<file path="config.mk">
export PLATFORM = sky130hd
export DESIGN_NAME = irq_opt_ctrl
export DESIGN_NICKNAME = d
export VERILOG_FILES = /design/src/irq_opt_pkg.sv /design/src/irq_opt_ctrl.sv
export SDC_FILE = /design/constraint.sdc
export NUM_CORES = 1
export LEC_CHECK = 0
export BUFFER_PORTS_ARGS = -buffer_cell sky130_fd_sc_hd__buf_4
export CAP_MARGIN = 20
export CORE_AREA = 5 5 106 108
export DETAILED_ROUTE_END_ITERATION = 16
export DIE_AREA = 0 0 111 113
export GPL_TIMING_DRIVEN = 1
export HOLD_SLACK_MARGIN = 0.12
export PLACE_DENSITY_LB_ADDON = 0.08
export SLEW_MARGIN = 10
export SYNTH_ARGS = -nofsm -noshare
export SYNTH_HDL_FRONTEND = slang
export SYNTH_SLANG_ARGS = --single-unit
</file>
<file path="constraint.sdc">
create_clock -name CLK_SYS -period 3.04 [get_ports CLK_SYS]
set_clock_uncertainty 0.1 [all_clocks]
set_input_delay 0.456 -clock CLK_SYS [delete_from_list [all_inputs] [get_ports CLK_SYS]]
set_output_delay 0.456 -clock CLK_SYS [all_outputs]
set_load 0.02 [all_outputs]
</file>
<file path="src/irq_opt_pkg.sv">
/*
 Constants for the interrupt and option control register bank:
 register indices, field positions, reset values and bus layout.
 Assumes a bus slave that places each register index on a 32-bit word.
*/
package irq_opt_pkg;
	// Register indices; the byte address is four times the index
	localparam logic [7:0] IDX_INDIRECT = 8'h00;
	localparam logic [7:0] IDX_INTR_CTRL = 8'h0B;
	localparam logic [7:0] IDX_CONV_CTRL = 8'h08;
	localparam logic [7:0] IDX_OPTION = 8'h81;
	localparam logic [7:0] IDX_PORTA_DIR = 8'h85;
	localparam logic [7:0] IDX_PORTB_DIR = 8'h86;
	localparam logic [7:0] IDX_ANALOG_CFG = 8'h88;
	localparam logic [7:0] IDX_UPPER_BASE = 8'h80;
	localparam logic [7:0] IDX_UPPER_LAST = 8'h8B;
	localparam logic [7:0] PAGE_BIT_MASK = 8'h7F;
	localparam int ADDR_W = 10;
	localparam int DATA_W = 32;

	// Interrupt control fields
	localparam int IC_RB_FLAG = 0;
	localparam int IC_EXT_FLAG = 1;
	localparam int IC_TMR_FLAG = 2;
	localparam int IC_RB_EN = 3;
	localparam int IC_EXT_EN = 4;
	localparam int IC_TMR_EN = 5;
	localparam int IC_CONV_EN = 6;
	localparam int IC_GLOBAL_EN = 7;

	// Converter control: completion flag position
	localparam int CC_DONE_FLAG = 1;

	// Option fields
	localparam int OPT_RATIO_LSB = 0;
	localparam int OPT_RATIO_W = 3;
	localparam int OPT_ASSIGN_WDT = 3;
	localparam int OPT_CNT_EDGE = 4;
	localparam int OPT_CNT_SRC = 5;
	localparam int OPT_INT_EDGE = 6;
	localparam int OPT_PULLUP_OFF = 7;

	// Port B pins watched for change
	localparam int RB_WATCH_LO = 4;
	localparam int RB_WATCH_HI = 7;

	// Analog configuration codes
	localparam logic [1:0] AN_ALL_VDD = 2'h0;
	localparam logic [1:0] AN_ALL_EXTREF = 2'h1;
	localparam logic [1:0] AN_TWO = 2'h2;
	localparam logic [1:0] AN_NONE = 2'h3;

	// Reset values
	localparam logic [7:0] RST_INTR_CTRL = 8'h00;
	localparam logic [7:0] RST_CONV_CTRL = 8'h00;
	localparam logic [7:0] RST_OPTION = 8'hFF;
	localparam logic [7:0] RST_DIR = 8'hFF;
	localparam logic [7:0] RST_ANALOG_CFG = 8'h00;

	typedef enum logic [1:0] {
		BUS_IDLE = 2'b00,
		BUS_WAIT = 2'b01,
		BUS_DONE = 2'b10
	} bus_state_t;
endpackage

</file>
<file path="src/irq_opt_ctrl.sv">
/*
 Interrupt control, option, port direction and analog configuration
 registers of a small controller, reached over APB.
 Assumes pin inputs synchronous to CLK_SYS, and the counter, watchdog
 and converter datapaths outside, giving one-cycle event pulses.
*/
// Local design decision: the APB interface to the registers.
`timescale 1ns/10ps

// How it works
// - Port B upper change sets bit 0
// - Selected external edge sets bit 1
// - Counter overflow sets bit 2
// - Bits 3-6 enable individual sources
// - Bit 7 gates all interrupts
// - Counter ratio 1:2 up to 1:256
// - Watchdog ratio 1:1 up to 1:128
// - Option bit 3 assigns the prescaler
// - Option bit 4 picks counter pin edge
// - Option bit 5 picks counter source
// - Option bit 6 picks interrupt edge
// - Option bit 7 turns pull-ups off
// - Port A direction: one input, zero output
// - Port B direction register, same convention
// - Two-bit field sets analog pins, reference
// - Upper-page mirrors alias lower-page registers
// - Change watch pins 4-7, inputs; wakes
// - Converter flag bit 1, enabled by 6
module irq_opt_ctrl
	import irq_opt_pkg::*;
(
	input wire logic CLK_SYS,
	input wire logic RSTN,
	input wire logic PSEL,
	input wire logic PENABLE,
	input wire logic PWRITE,
	input wire logic [ADDR_W-1:0] PADDR,
	input wire logic [DATA_W-1:0] PWDATA,
	output logic [DATA_W-1:0] PRDATA,
	output logic PREADY,
	output logic PSLVERR,
	input wire logic [7:0] PORTB_PINS,
	input wire logic EXT_INT_PIN,
	input wire logic COUNTER_PIN,
	input wire logic INSTR_TICK,
	input wire logic WDT_TICK,
	input wire logic COUNTER_OVERFLOW,
	input wire logic CONVERSION_DONE,
	output logic IRQ,
	output logic WAKE_REQ,
	output logic COUNTER_INC,
	output logic WDT_INC,
	output logic [7:0] PORTA_DIR,
	output logic [7:0] PORTB_DIR,
	output logic [7:0] PORTB_PULLUP,
	output logic [3:0] PORTA_ANALOG,
	output logic EXT_VREF
);

	// Mask of the prescaler counter for a ratio code
	function automatic logic [7:0] ratio_mask(
		input logic [2:0] code,
		input logic to_wdt
	);
		logic [8:0] full;
		full = 9'h001 << code;
		if (!to_wdt)
		begin
			full = {full[7:0], 1'b0};
		end
		ratio_mask = full[7:0] - 8'h01;
	endfunction

	// Fold an upper-page mirror onto its lower-page index
	function automatic logic [7:0] fold_index(input logic [7:0] idx);
		logic mirror;
		mirror = (idx == IDX_UPPER_BASE) || (idx == 8'h82)
			|| (idx == 8'h83) || (idx == 8'h84) || (idx == 8'h89)
			|| (idx == 8'h8A) || (idx == IDX_UPPER_LAST);
		fold_index = mirror ? (idx & PAGE_BIT_MASK) : idx;
	endfunction

	// Bus handshake state
	bus_state_t bus_state_r;
	bus_state_t bus_state_nxt;
	logic [7:0] intr_ctrl_r;
	logic [7:0] intr_ctrl_nxt;
	logic [7:0] conv_ctrl_r;
	logic [7:0] conv_ctrl_nxt;
	logic [7:0] option_r;
	logic [7:0] porta_dir_r;
	logic [7:0] portb_dir_r;
	logic [7:0] analog_cfg_r;
	// Pin history for edge detection
	logic [7:0] portb_prev_r;
	logic ext_prev_r;
	logic cnt_pin_prev_r;
	logic prev_valid_r;
	logic [7:0] pre_cnt_r;
	logic [7:0] pre_cnt_nxt;
	logic [DATA_W-1:0] prdata_r;
	logic pslverr_r;
	// Registered outputs
	logic irq_r;
	logic wake_r;
	logic cnt_inc_r;
	logic wdt_inc_r;

	// Address decode
	wire logic [7:0] raw_index = PADDR[ADDR_W-1:2];
	wire logic [7:0] index = fold_index(raw_index);
	wire logic aligned = (PADDR[1:0] == 2'b00);
	wire logic hit_ic = aligned && (index == IDX_INTR_CTRL);
	wire logic hit_cc = aligned && (index == IDX_CONV_CTRL);
	wire logic hit_opt = aligned && (index == IDX_OPTION);
	wire logic hit_pa = aligned && (index == IDX_PORTA_DIR);
	wire logic hit_pb = aligned && (index == IDX_PORTB_DIR);
	wire logic hit_an = aligned && (index == IDX_ANALOG_CFG);
	wire logic mapped = hit_ic || hit_cc || hit_opt || hit_pa
		|| hit_pb || hit_an;
	wire logic [7:0] wbyte = PWDATA[7:0];

	// Bus sequencing: two wait states so read data leaves a flip-flop
	wire logic access = PSEL && PENABLE;
	wire logic commit = access && (bus_state_r == BUS_DONE);
	wire logic wr_commit = commit && PWRITE && mapped;
	wire logic wr_ic = wr_commit && hit_ic;
	wire logic wr_cc = wr_commit && hit_cc;
	wire logic wr_opt = wr_commit && hit_opt;

	// Unmapped or misaligned reads give zero
	wire logic [7:0] read_byte =
		hit_ic ? intr_ctrl_r :
		hit_cc ? conv_ctrl_r :
		hit_opt ? option_r :
		hit_pa ? porta_dir_r :
		hit_pb ? portb_dir_r :
		hit_an ? analog_cfg_r : 8'h00;

	// Fixed two wait states; ready never depends on inputs
	always_comb
	begin
		bus_state_nxt = bus_state_r;
		case (bus_state_r)
			BUS_IDLE:
			begin
				if (access)
				begin
					bus_state_nxt = BUS_WAIT;
				end
			end
			BUS_WAIT:
			begin
				bus_state_nxt = BUS_DONE;
			end
			BUS_DONE:
			begin
				bus_state_nxt = BUS_IDLE;
			end
			default:
			begin
				bus_state_nxt = BUS_IDLE;
			end
		endcase
	end

	// Event detection; the first cycle after reset has no history
	wire logic [3:0] rb_watch_dir = portb_dir_r[RB_WATCH_HI:RB_WATCH_LO];
	wire logic [3:0] rb_diff =
		PORTB_PINS[RB_WATCH_HI:RB_WATCH_LO]
		^ portb_prev_r[RB_WATCH_HI:RB_WATCH_LO];
	// Output pins are excluded from the change watch
	wire logic rb_change = prev_valid_r
		&& |(rb_diff & rb_watch_dir);
	wire logic ext_rise = EXT_INT_PIN && !ext_prev_r;
	wire logic ext_fall = !EXT_INT_PIN && ext_prev_r;
	wire logic ext_event = prev_valid_r
		&& (option_r[OPT_INT_EDGE] ? ext_rise : ext_fall);
	wire logic cnt_rise = COUNTER_PIN && !cnt_pin_prev_r;
	wire logic cnt_fall = !COUNTER_PIN && cnt_pin_prev_r;
	wire logic cnt_pin_edge = prev_valid_r
		&& (option_r[OPT_CNT_EDGE] ? cnt_fall : cnt_rise);

	// Flags: a hardware event wins over a software clear
	always_comb
	begin
		intr_ctrl_nxt = wr_ic ? wbyte : intr_ctrl_r;
		intr_ctrl_nxt[IC_RB_FLAG] = intr_ctrl_nxt[IC_RB_FLAG]
			| rb_change;
		intr_ctrl_nxt[IC_EXT_FLAG] = intr_ctrl_nxt[IC_EXT_FLAG]
			| ext_event;
		intr_ctrl_nxt[IC_TMR_FLAG] = intr_ctrl_nxt[IC_TMR_FLAG]
			| COUNTER_OVERFLOW;
		conv_ctrl_nxt = wr_cc ? wbyte : conv_ctrl_r;
		conv_ctrl_nxt[CC_DONE_FLAG] = conv_ctrl_nxt[CC_DONE_FLAG]
			| CONVERSION_DONE;
	end

	// Interrupt request combining
	wire logic [3:0] src_flags = {conv_ctrl_r[CC_DONE_FLAG],
		intr_ctrl_r[IC_TMR_FLAG], intr_ctrl_r[IC_EXT_FLAG],
		intr_ctrl_r[IC_RB_FLAG]};
	wire logic [3:0] src_enables =
		intr_ctrl_r[IC_CONV_EN:IC_RB_EN];
	wire logic any_source = |(src_flags & src_enables);
	wire logic irq_nxt = intr_ctrl_r[IC_GLOBAL_EN]
		&& any_source;
	// Wake does not wait for the global gate, as in sleep
	wire logic wake_nxt = intr_ctrl_r[IC_RB_FLAG]
		&& intr_ctrl_r[IC_RB_EN];

	// Shared prescaler
	wire logic to_wdt = option_r[OPT_ASSIGN_WDT];
	wire logic [2:0] ratio_code =
		option_r[OPT_RATIO_LSB+OPT_RATIO_W-1:OPT_RATIO_LSB];
	wire logic [7:0] pre_mask =
		ratio_mask(ratio_code, to_wdt);
	wire logic cnt_src_tick = option_r[OPT_CNT_SRC]
		? cnt_pin_edge : INSTR_TICK;
	wire logic pre_in = to_wdt
		? WDT_TICK : cnt_src_tick;
	// A zero mask passes every tick: the 1:1 watchdog ratio
	wire logic pre_full = ((pre_cnt_r & pre_mask) == pre_mask);
	wire logic pre_out = pre_in && pre_full;

	always_comb
	begin
		pre_cnt_nxt = pre_cnt_r;
		if (wr_opt)
		begin
			// Reassignment restarts the count so no short period escapes
			pre_cnt_nxt = 8'h00;
		end
		else if (pre_in)
		begin
			pre_cnt_nxt = pre_full ? 8'h00 : pre_cnt_r + 8'h01;
		end
	end

	// Pull-ups only on input pins, all off when option bit 7 set
	wire logic [7:0] pullup_nxt = option_r[OPT_PULLUP_OFF]
		? 8'h00 : portb_dir_r;

	// Analog pin roles
	wire logic [1:0] an_code = analog_cfg_r[1:0];
	wire logic [3:0] an_pins_nxt =
		(an_code == AN_ALL_VDD) ? 4'hF :
		(an_code == AN_ALL_EXTREF) ? 4'h7 :
		(an_code == AN_TWO) ? 4'h3 : 4'h0;
	wire logic ext_vref_nxt = (an_code == AN_ALL_EXTREF);

	// Read data and error captured in the wait state
	always_ff @(posedge CLK_SYS or negedge RSTN)
	begin
		if (!RSTN)
		begin
			bus_state_r <= BUS_IDLE;
			prdata_r <= '0;
			pslverr_r <= 1'b0;
		end
		else
		begin
			bus_state_r <= bus_state_nxt;
			if (access && (bus_state_r == BUS_WAIT))
			begin
				prdata_r <= PWRITE ? '0 : {24'h000000, read_byte};
				pslverr_r <= !mapped;
			end
		end
	end

	// Flags and prescale count
	always_ff @(posedge CLK_SYS or negedge RSTN)
	begin
		if (!RSTN)
		begin
			intr_ctrl_r <= RST_INTR_CTRL;
			conv_ctrl_r <= RST_CONV_CTRL;
			pre_cnt_r <= 8'h00;
		end
		else
		begin
			intr_ctrl_r <= intr_ctrl_nxt;
			conv_ctrl_r <= conv_ctrl_nxt;
			pre_cnt_r <= pre_cnt_nxt;
		end
	end

	// Configuration registers, written only in the ready cycle
	always_ff @(posedge CLK_SYS or negedge RSTN)
	begin
		if (!RSTN)
		begin
			option_r <= RST_OPTION;
			porta_dir_r <= RST_DIR;
			portb_dir_r <= RST_DIR;
			analog_cfg_r <= RST_ANALOG_CFG;
		end
		else if (wr_commit)
		begin
			if (hit_opt)
			begin
				option_r <= wbyte;
			end
			if (hit_pa)
			begin
				porta_dir_r <= wbyte;
			end
			if (hit_pb)
			begin
				portb_dir_r <= wbyte;
			end
			if (hit_an)
			begin
				analog_cfg_r <= wbyte;
			end
		end
	end

	// Reset levels may differ from idle pins; prev_valid_r hides that
	always_ff @(posedge CLK_SYS or negedge RSTN)
	begin
		if (!RSTN)
		begin
			portb_prev_r <= 8'h00;
			ext_prev_r <= 1'b0;
			cnt_pin_prev_r <= 1'b0;
			prev_valid_r <= 1'b0;
		end
		else
		begin
			portb_prev_r <= PORTB_PINS;
			ext_prev_r <= EXT_INT_PIN;
			cnt_pin_prev_r <= COUNTER_PIN;
			prev_valid_r <= 1'b1;
		end
	end

	// Outputs trail their registers by one cycle
	always_ff @(posedge CLK_SYS or negedge RSTN)
	begin
		if (!RSTN)
		begin
			irq_r <= 1'b0;
			wake_r <= 1'b0;
			cnt_inc_r <= 1'b0;
			wdt_inc_r <= 1'b0;
			PORTB_PULLUP <= 8'h00;
			PORTA_ANALOG <= 4'hF;
			EXT_VREF <= 1'b0;
		end
		else
		begin
			irq_r <= irq_nxt;
			wake_r <= wake_nxt;
			cnt_inc_r <= pre_out && !to_wdt;
			wdt_inc_r <= pre_out && to_wdt;
			PORTB_PULLUP <= pullup_nxt;
			PORTA_ANALOG <= an_pins_nxt;
			EXT_VREF <= ext_vref_nxt;
		end
	end

	// Ready and error straight from the state register, glitch free
	assign PRDATA = prdata_r;
	assign PSLVERR = pslverr_r && (bus_state_r == BUS_DONE);
	assign PREADY = (bus_state_r == BUS_DONE);
	assign IRQ = irq_r;
	assign WAKE_REQ = wake_r;
	assign COUNTER_INC = cnt_inc_r;
	assign WDT_INC = wdt_inc_r;
	assign PORTA_DIR = porta_dir_r;
	assign PORTB_DIR = portb_dir_r;

endmodule

</file>
Word-level counts from Yosys, hierarchy flattened
Cells that the tools add are included.
W data, S select, Z words.
{"block": "op_classes", "addsub": 2, "n_mul": 0, "div": 0, "n_lt_le_gt_ge": 0, "eq_ne": 19, "n_shift": 1, "muxes": 24, "n_bitwise": 8, "n_reduce_logical": 54}
{"operator": "$mux W8", "count": 13}
{"operator": "$eq A8 B8 Y1 const B", "count": 11}
{"operator": "$logic_and A1 B1 Y1", "count": 27}
{"operator": "$eq A8 B4 Y1 const B", "count": 2}
{"operator": "$logic_or A1 B1 Y1", "count": 11}
{"operator": "$add A8 B1 Y8 const B", "count": 1}
{"operator": "$and A4 B4 Y4", "count": 2}
{"operator": "$and A8 B8 Y8", "count": 1}
{"operator": "$eq A8 B8 Y1", "count": 1}
{"operator": "$reduce_and A2 Y1", "count": 4}
{"operator": "$reduce_or A4 Y1", "count": 2}
{"operator": "$shl A1 B3 Y8 const A", "count": 1}
{"operator": "$sub A8 B1 Y8 const B", "count": 1}
{"operator": "$logic_not A1 Y1", "count": 6}
{"operator": "$logic_not A2 Y1", "count": 3}
{"operator": "$mux W2", "count": 3}
{"operator": "$mux W3", "count": 2}
{"operator": "$eq A2 B1 Y1 const B", "count": 2}
{"operator": "$eq A2 B2 Y1 const B", "count": 2}
{"operator": "$mux W1", "count": 4}
{"operator": "$mux W4", "count": 1}
{"operator": "$or A1 B1 Y1", "count": 4}
{"operator": "$pmux W2 S2", "count": 1}
{"operator": "$xor A4 B4 Y4", "count": 1}
{"operator": "2 further kinds", "count": 2}
{"block": "word_totals", "reg_bits": 119, "latchBits": 0, "ram_bits": 0, "mem_bits_ro": 0, "input_bits": 61, "output_inout_bits": 67, "wordCells": 131, "n_memories": 0}

Logic depth before layout (Yosys ltp)
{"block": "logic_depth", "word_depth": 19, "ltp_mapped": 11, "mapped_depth_nobuf": 10}

Worst setup path before layout
No wires, ideal clock.
{"block": "synth_path", "path_type": "flip-flop to flip-flop", "start": "reg option_r[3]", "end": "reg pre_cnt_r[0]", "setup_ns": 0.072, "t_arrival_ns": 2.318, "t_required_ns": 2.868, "slack_ns": 0.550, "stages_incl_launch_ff": 12, "path_cell_list": "dfstp_2 > or3b_1 > nor2_2 > inv_1 > ha_1 > buf_1 > nor4b_1 > a32o_1 > a31oi_1 > o221ai_1 > o21bai_4 > nor2_1"}
{"block": "synth_via", "elab_chain_cells": 7, "word_cells_on_any_way": 9, "cone_classes": "1 x add/sub; 1 x eq/ne; 5 x mux; 1 x bitwise; 1 x reduce/logical"}
{"element": "start, declared", "line": "irq_opt_ctrl.sv:90", "source": "logic [7:0] option_r;"}
{"element": "start signal, assigned", "line": "irq_opt_ctrl.sv:303", "source": "option_r <= wbyte;"}
{"element": "$mux W8", "line": "irq_opt_ctrl.sv:67", "source": "if (!to_wdt)"}
{"element": "$sub A8 B1 Y8", "line": "irq_opt_ctrl.sv:71", "source": "ratio_mask = full[7:0] - 8'h01;"}
{"element": "$and A8 B8 Y8", "line": "irq_opt_ctrl.sv:223", "source": "wire logic pre_full = ((pre_cnt_r & pre_mask) == pre_mask);"}
{"element": "$eq A8 B8 Y1", "line": "irq_opt_ctrl.sv:223"}
{"element": "$mux W8", "line": "irq_opt_ctrl.sv:236", "source": "pre_cnt_nxt = pre_full ? 8'h00 : pre_cnt_r + 8'h01;"}
{"element": "$mux W8", "line": "irq_opt_ctrl.sv:234", "source": "else if (pre_in)"}
{"element": "$mux W8", "line": "irq_opt_ctrl.sv:229", "source": "if (wr_opt)"}
{"element": "end signal, assigned", "line": "irq_opt_ctrl.sv:285", "source": "pre_cnt_r <= pre_cnt_nxt;"}
{"element": "end, declared", "line": "irq_opt_ctrl.sv:99", "source": "logic [7:0] pre_cnt_r;"}
Several ways; a longest one is shown, not always the timed one. The select of a mux whose other input is x is not followed.
A chain may end at the register's enable or synchronous reset.

Worst setup path in the final report
{"block": "layout_path", "start": "reg option_r[3]", "end": "reg wdt_inc_r (netlist: WDT_INC)"}
{"block": "layout_via", "elab_chain_cells": 6, "word_cells_on_any_way": 7, "cone_classes": "1 x add/sub; 1 x eq/ne; 2 x mux; 1 x bitwise; 2 x reduce/logical"}
{"element": "$mux W8", "line": "irq_opt_ctrl.sv:67"}
{"element": "$sub A8 B1 Y8", "line": "irq_opt_ctrl.sv:71"}
{"element": "$and A8 B8 Y8", "line": "irq_opt_ctrl.sv:223"}
{"element": "$eq A8 B8 Y1", "line": "irq_opt_ctrl.sv:223"}
{"element": "$logic_and A1 B1 Y1", "line": "irq_opt_ctrl.sv:224", "source": "wire logic pre_out = pre_in && pre_full;"}
{"element": "$logic_and A1 B1 Y1 *", "line": "irq_opt_ctrl.sv:357", "source": "wdt_inc_r <= pre_out && to_wdt;"}
{"element": "end signal, assigned", "line": "irq_opt_ctrl.sv:357"}
{"element": "end, declared", "line": "irq_opt_ctrl.sv:107", "source": "logic wdt_inc_r;"}
Mark *: on every way between the ends. The rest lies on a longest branch, timed or not.

==> impl_results.md <==
* Status: finished clean
* Slew @ Worst Pin at 0.5759 ns
* Sw frac at 0.2684
* Final net count at 531
* Asr flop ratio synth at 1.000
* # IOs at 128
* Final hold vios at 0
* Global route total overflow at 0
* Tmin final at 2.568 ns
* Most frequent cells in the layout: buf_4 (86), dfrtp_1 (63), mux2_2 (43)
* Top_reg_cell synth: dfrtp_1
* Comb pwr share at 0.113
* Drt first-iter violations at 141
* Die ar. at 12540 sq um
* Total Wirelength at 10.79 mm
* Initial Util at 0.4405
* Hold WC Path Type: input pin to flop
* Highest net fanout along the worst path at 6
* Sequential share of power at 0.540
* Buf+Inv Stages, Crit Path at 1
* Site row count at 37
* Core area at 10140 sq um
* Die width at 111 um
* Setup TNS Final at 0 ns
* Family with the most delay on the worst path: simple AND/OR/NAND/NOR gates
* Final setup vio count at 0
* CP max stage cell: dfstp_2
* Crit path kind: flop to flop
* Max-Cap Viols at 0
* P_int at 1.792 mW
* GRT Overall Usage at 0.1778
* Layout cell share with drive strength beyond 1 at 0.3911
* Largest net degree at the start of global routing at 58
* WL/cell at 17.71 um
* Hold_ws at 0.1945 ns
* Critical path data arrival time at 2.76 ns
* Worst-path clk slew at 0.09 ns
* Commonest non-fill, non-tap cell in the layout: buf_4
* PortBufs at 75
* P_sw at 657.4 uW
* Register bit count reported by yosys at 90
* Fmax at 389.5 MHz
* Clock power share at 0.347
* RSZ-0062 raised after global routing: no
* Worst-skew pair later-pin latency at 0.35 ns
* Clk buf depth at 2
* Synth cell types at 58
* Leakage at 2.511 nW
* Req. time, crit path at 3.23 ns
* Final Cell Area at 5395 sq um
* CP endpoint kind: flop
* DRC at 0
* Pre-antenna DRT Iters at 4
* Startpoint Class: flop
* Placement-stage cell area at 5120 sq um
* Antenna-violating nets left at 0
* Vias per Instance at 5.200
* Via Count at 3167
* CP dominant cell by count: a311oi_1
* Root buffer cell: clkbuf_8
* Rel. slew slack at 0.6145
* Worst setup margin at 0.4725 ns
* Power per Cell Area at 454.0 nW/um^2
* Place WS at 0.4847 ns
* Vias in the first global route at 3152
* Total CTS buffers at 9
* Syn. warnings at 0
* Fin crit share at 0.8446
* Inserted Diodes at 0
* H-tree Lvls at 3
* CTS tree: built
* Netlist Area Pre-Place at 4466 sq um
* Height of the die at 113 um
* Area added between synthesis and finish at 20.82%
* TritonCTS Sinks at 90
* RD Place Congestion at 0.8106
* Gate Count Post-Synth at 382
* Critical path, cell by cell: or3b_1 > nor2_2 > inv_1 > ha_1 > a311oi_1 > a311oi_1 > a2111o_1 > nor2_1 > and3_1
* Maximum vdd drop at 0.1988 mV
* First-pass GRT wire length at 17.42 mm
* Antenna violations before repair at 0
* Final Slew Violations at 0
* Post-synth EDFFs at 0
* Detail Placement HPWL at 7.814 mm
* Sequential-to-total area share from yosys stat at 0.5119
* Mean area per synthesized cell at 11.69 sq um
* CP max stage delay at 0.53 ns
* Final total power at 2.449 mW
cells by family after synthesis:
logic type	count (synthesis)	synth area share
XOR/XNOR	13	0.02550
flip-flops	90	0.5119
adder cells (fa/ha/maj)	2	0.005603
multiplexers	50	0.1241
buffers and inverters	49	0.06584
AND/OR/NAND/NOR	101	0.1365
other	2	0.001682
AO/OA/AOI/OAI	75	0.1289
power by group through the flow:
stage                     clock network, mW  registers, mW  logic, mW
after floorplan                           0           1.31      0.202
after global placement                    0           1.34      0.267
after detailed placement                  0           1.34      0.271
after CTS                             0.870           1.32      0.280
after global routing                  0.931           1.33      0.312
final                                 0.849           1.32      0.277
worst paths after layout:
path | from | slack [ns] | cells past startpoint | to
setup / recovery | option_r[3] | 0.47 | 9 | WDT_INC
hold / removal | CONVERSION_DONE | 0.19 | 2 | conv_ctrl_r[1]
setup reg to reg | option_r[3] | 0.47 | 9 | WDT_INC
hold reg to reg | bus_state_r[0] | 0.35 | 1 | bus_state_r[0]
max in group asynchronous | RSTN | 1.63 | 3 | PORTA_DIR[4]
min in group asynchronous | RSTN | 0.50 | 2 | analog_cfg_r[3]
Yosys cell counts (8+ instances only):
cell type | number | area [sq um]
a21oi_1 | 14 | 70.07
a221o_1 | 9 | 90.09
a22o_1 | 8 | 70.07
buf_4 | 27 | 202.7
dfrtp_1 | 63 | 1577
dfstp_2 | 27 | 709.4
mux2_2 | 43 | 484.2
nand2_1 | 15 | 56.30
nor2_1 | 23 | 86.33
nor2b_1 | 17 | 106.4
xor2_1 | 10 | 87.58
per-stage QoR:
step	utilization	instances
after floorplan	-	405
after global placement	0.5050	586
after detailed placement	0.5050	586
after CTS	0.5321	609
after global routing	0.5321	609
final	0.5321	609
per-layer routing:
layer	routed length, um	vias to the layer above	GRT usage
li1	-	1511	-
met1	4842	1559	0.2528
met2	5191	87	0.2755
met3	659	10	0.03850
met4	91	0	0.05008
met5	0	-	0
state kept, by name, indices dropped and copies added (netlist names), 2 cells and up:
signal / cells
PORTA_ANALOG: 3
option_r: 8
pre_cnt_r: 8
analog_cfg_r: 8
PORTA_DIR: 8
PRDATA: 8
bus_state_r: 2
conv_ctrl_r: 8
portb_prev_r: 4
intr_ctrl_r: 8
PORTB_DIR: 8
PORTB_PULLUP: 8
worst reg2reg max path, delay by kind of cell, from the launching register on:
family	cells	cell delay, ns
AND/OR/NAND/NOR	4	0.85
AO/OA/AOI/OAI	3	0.71
flip-flops	1	0.53
adder cells (fa/ha/maj)	1	0.27
buffers and inverters	1	0.05
layout make-up:
cell class	count	area [sq um]
clock inverter	4	50.05
clock buffer	12	155.1
sequential	90	2286
inverter	7	26.28
multi-input combinational	266	1972
tap	136	170.2
fill	949	4743
timing repair buffer	94	735.7
repair_timing:
item / 4_1_cts / 5_1_grt
setup buffers: 0 / 0
resized for setup: 0 / 0
hold buffers: 7 / 0
setup endpoints to repair: 0 / 0
hold endpoints to repair: 27 / 0
No activity file was read; power rests on OpenSTA's default activity.
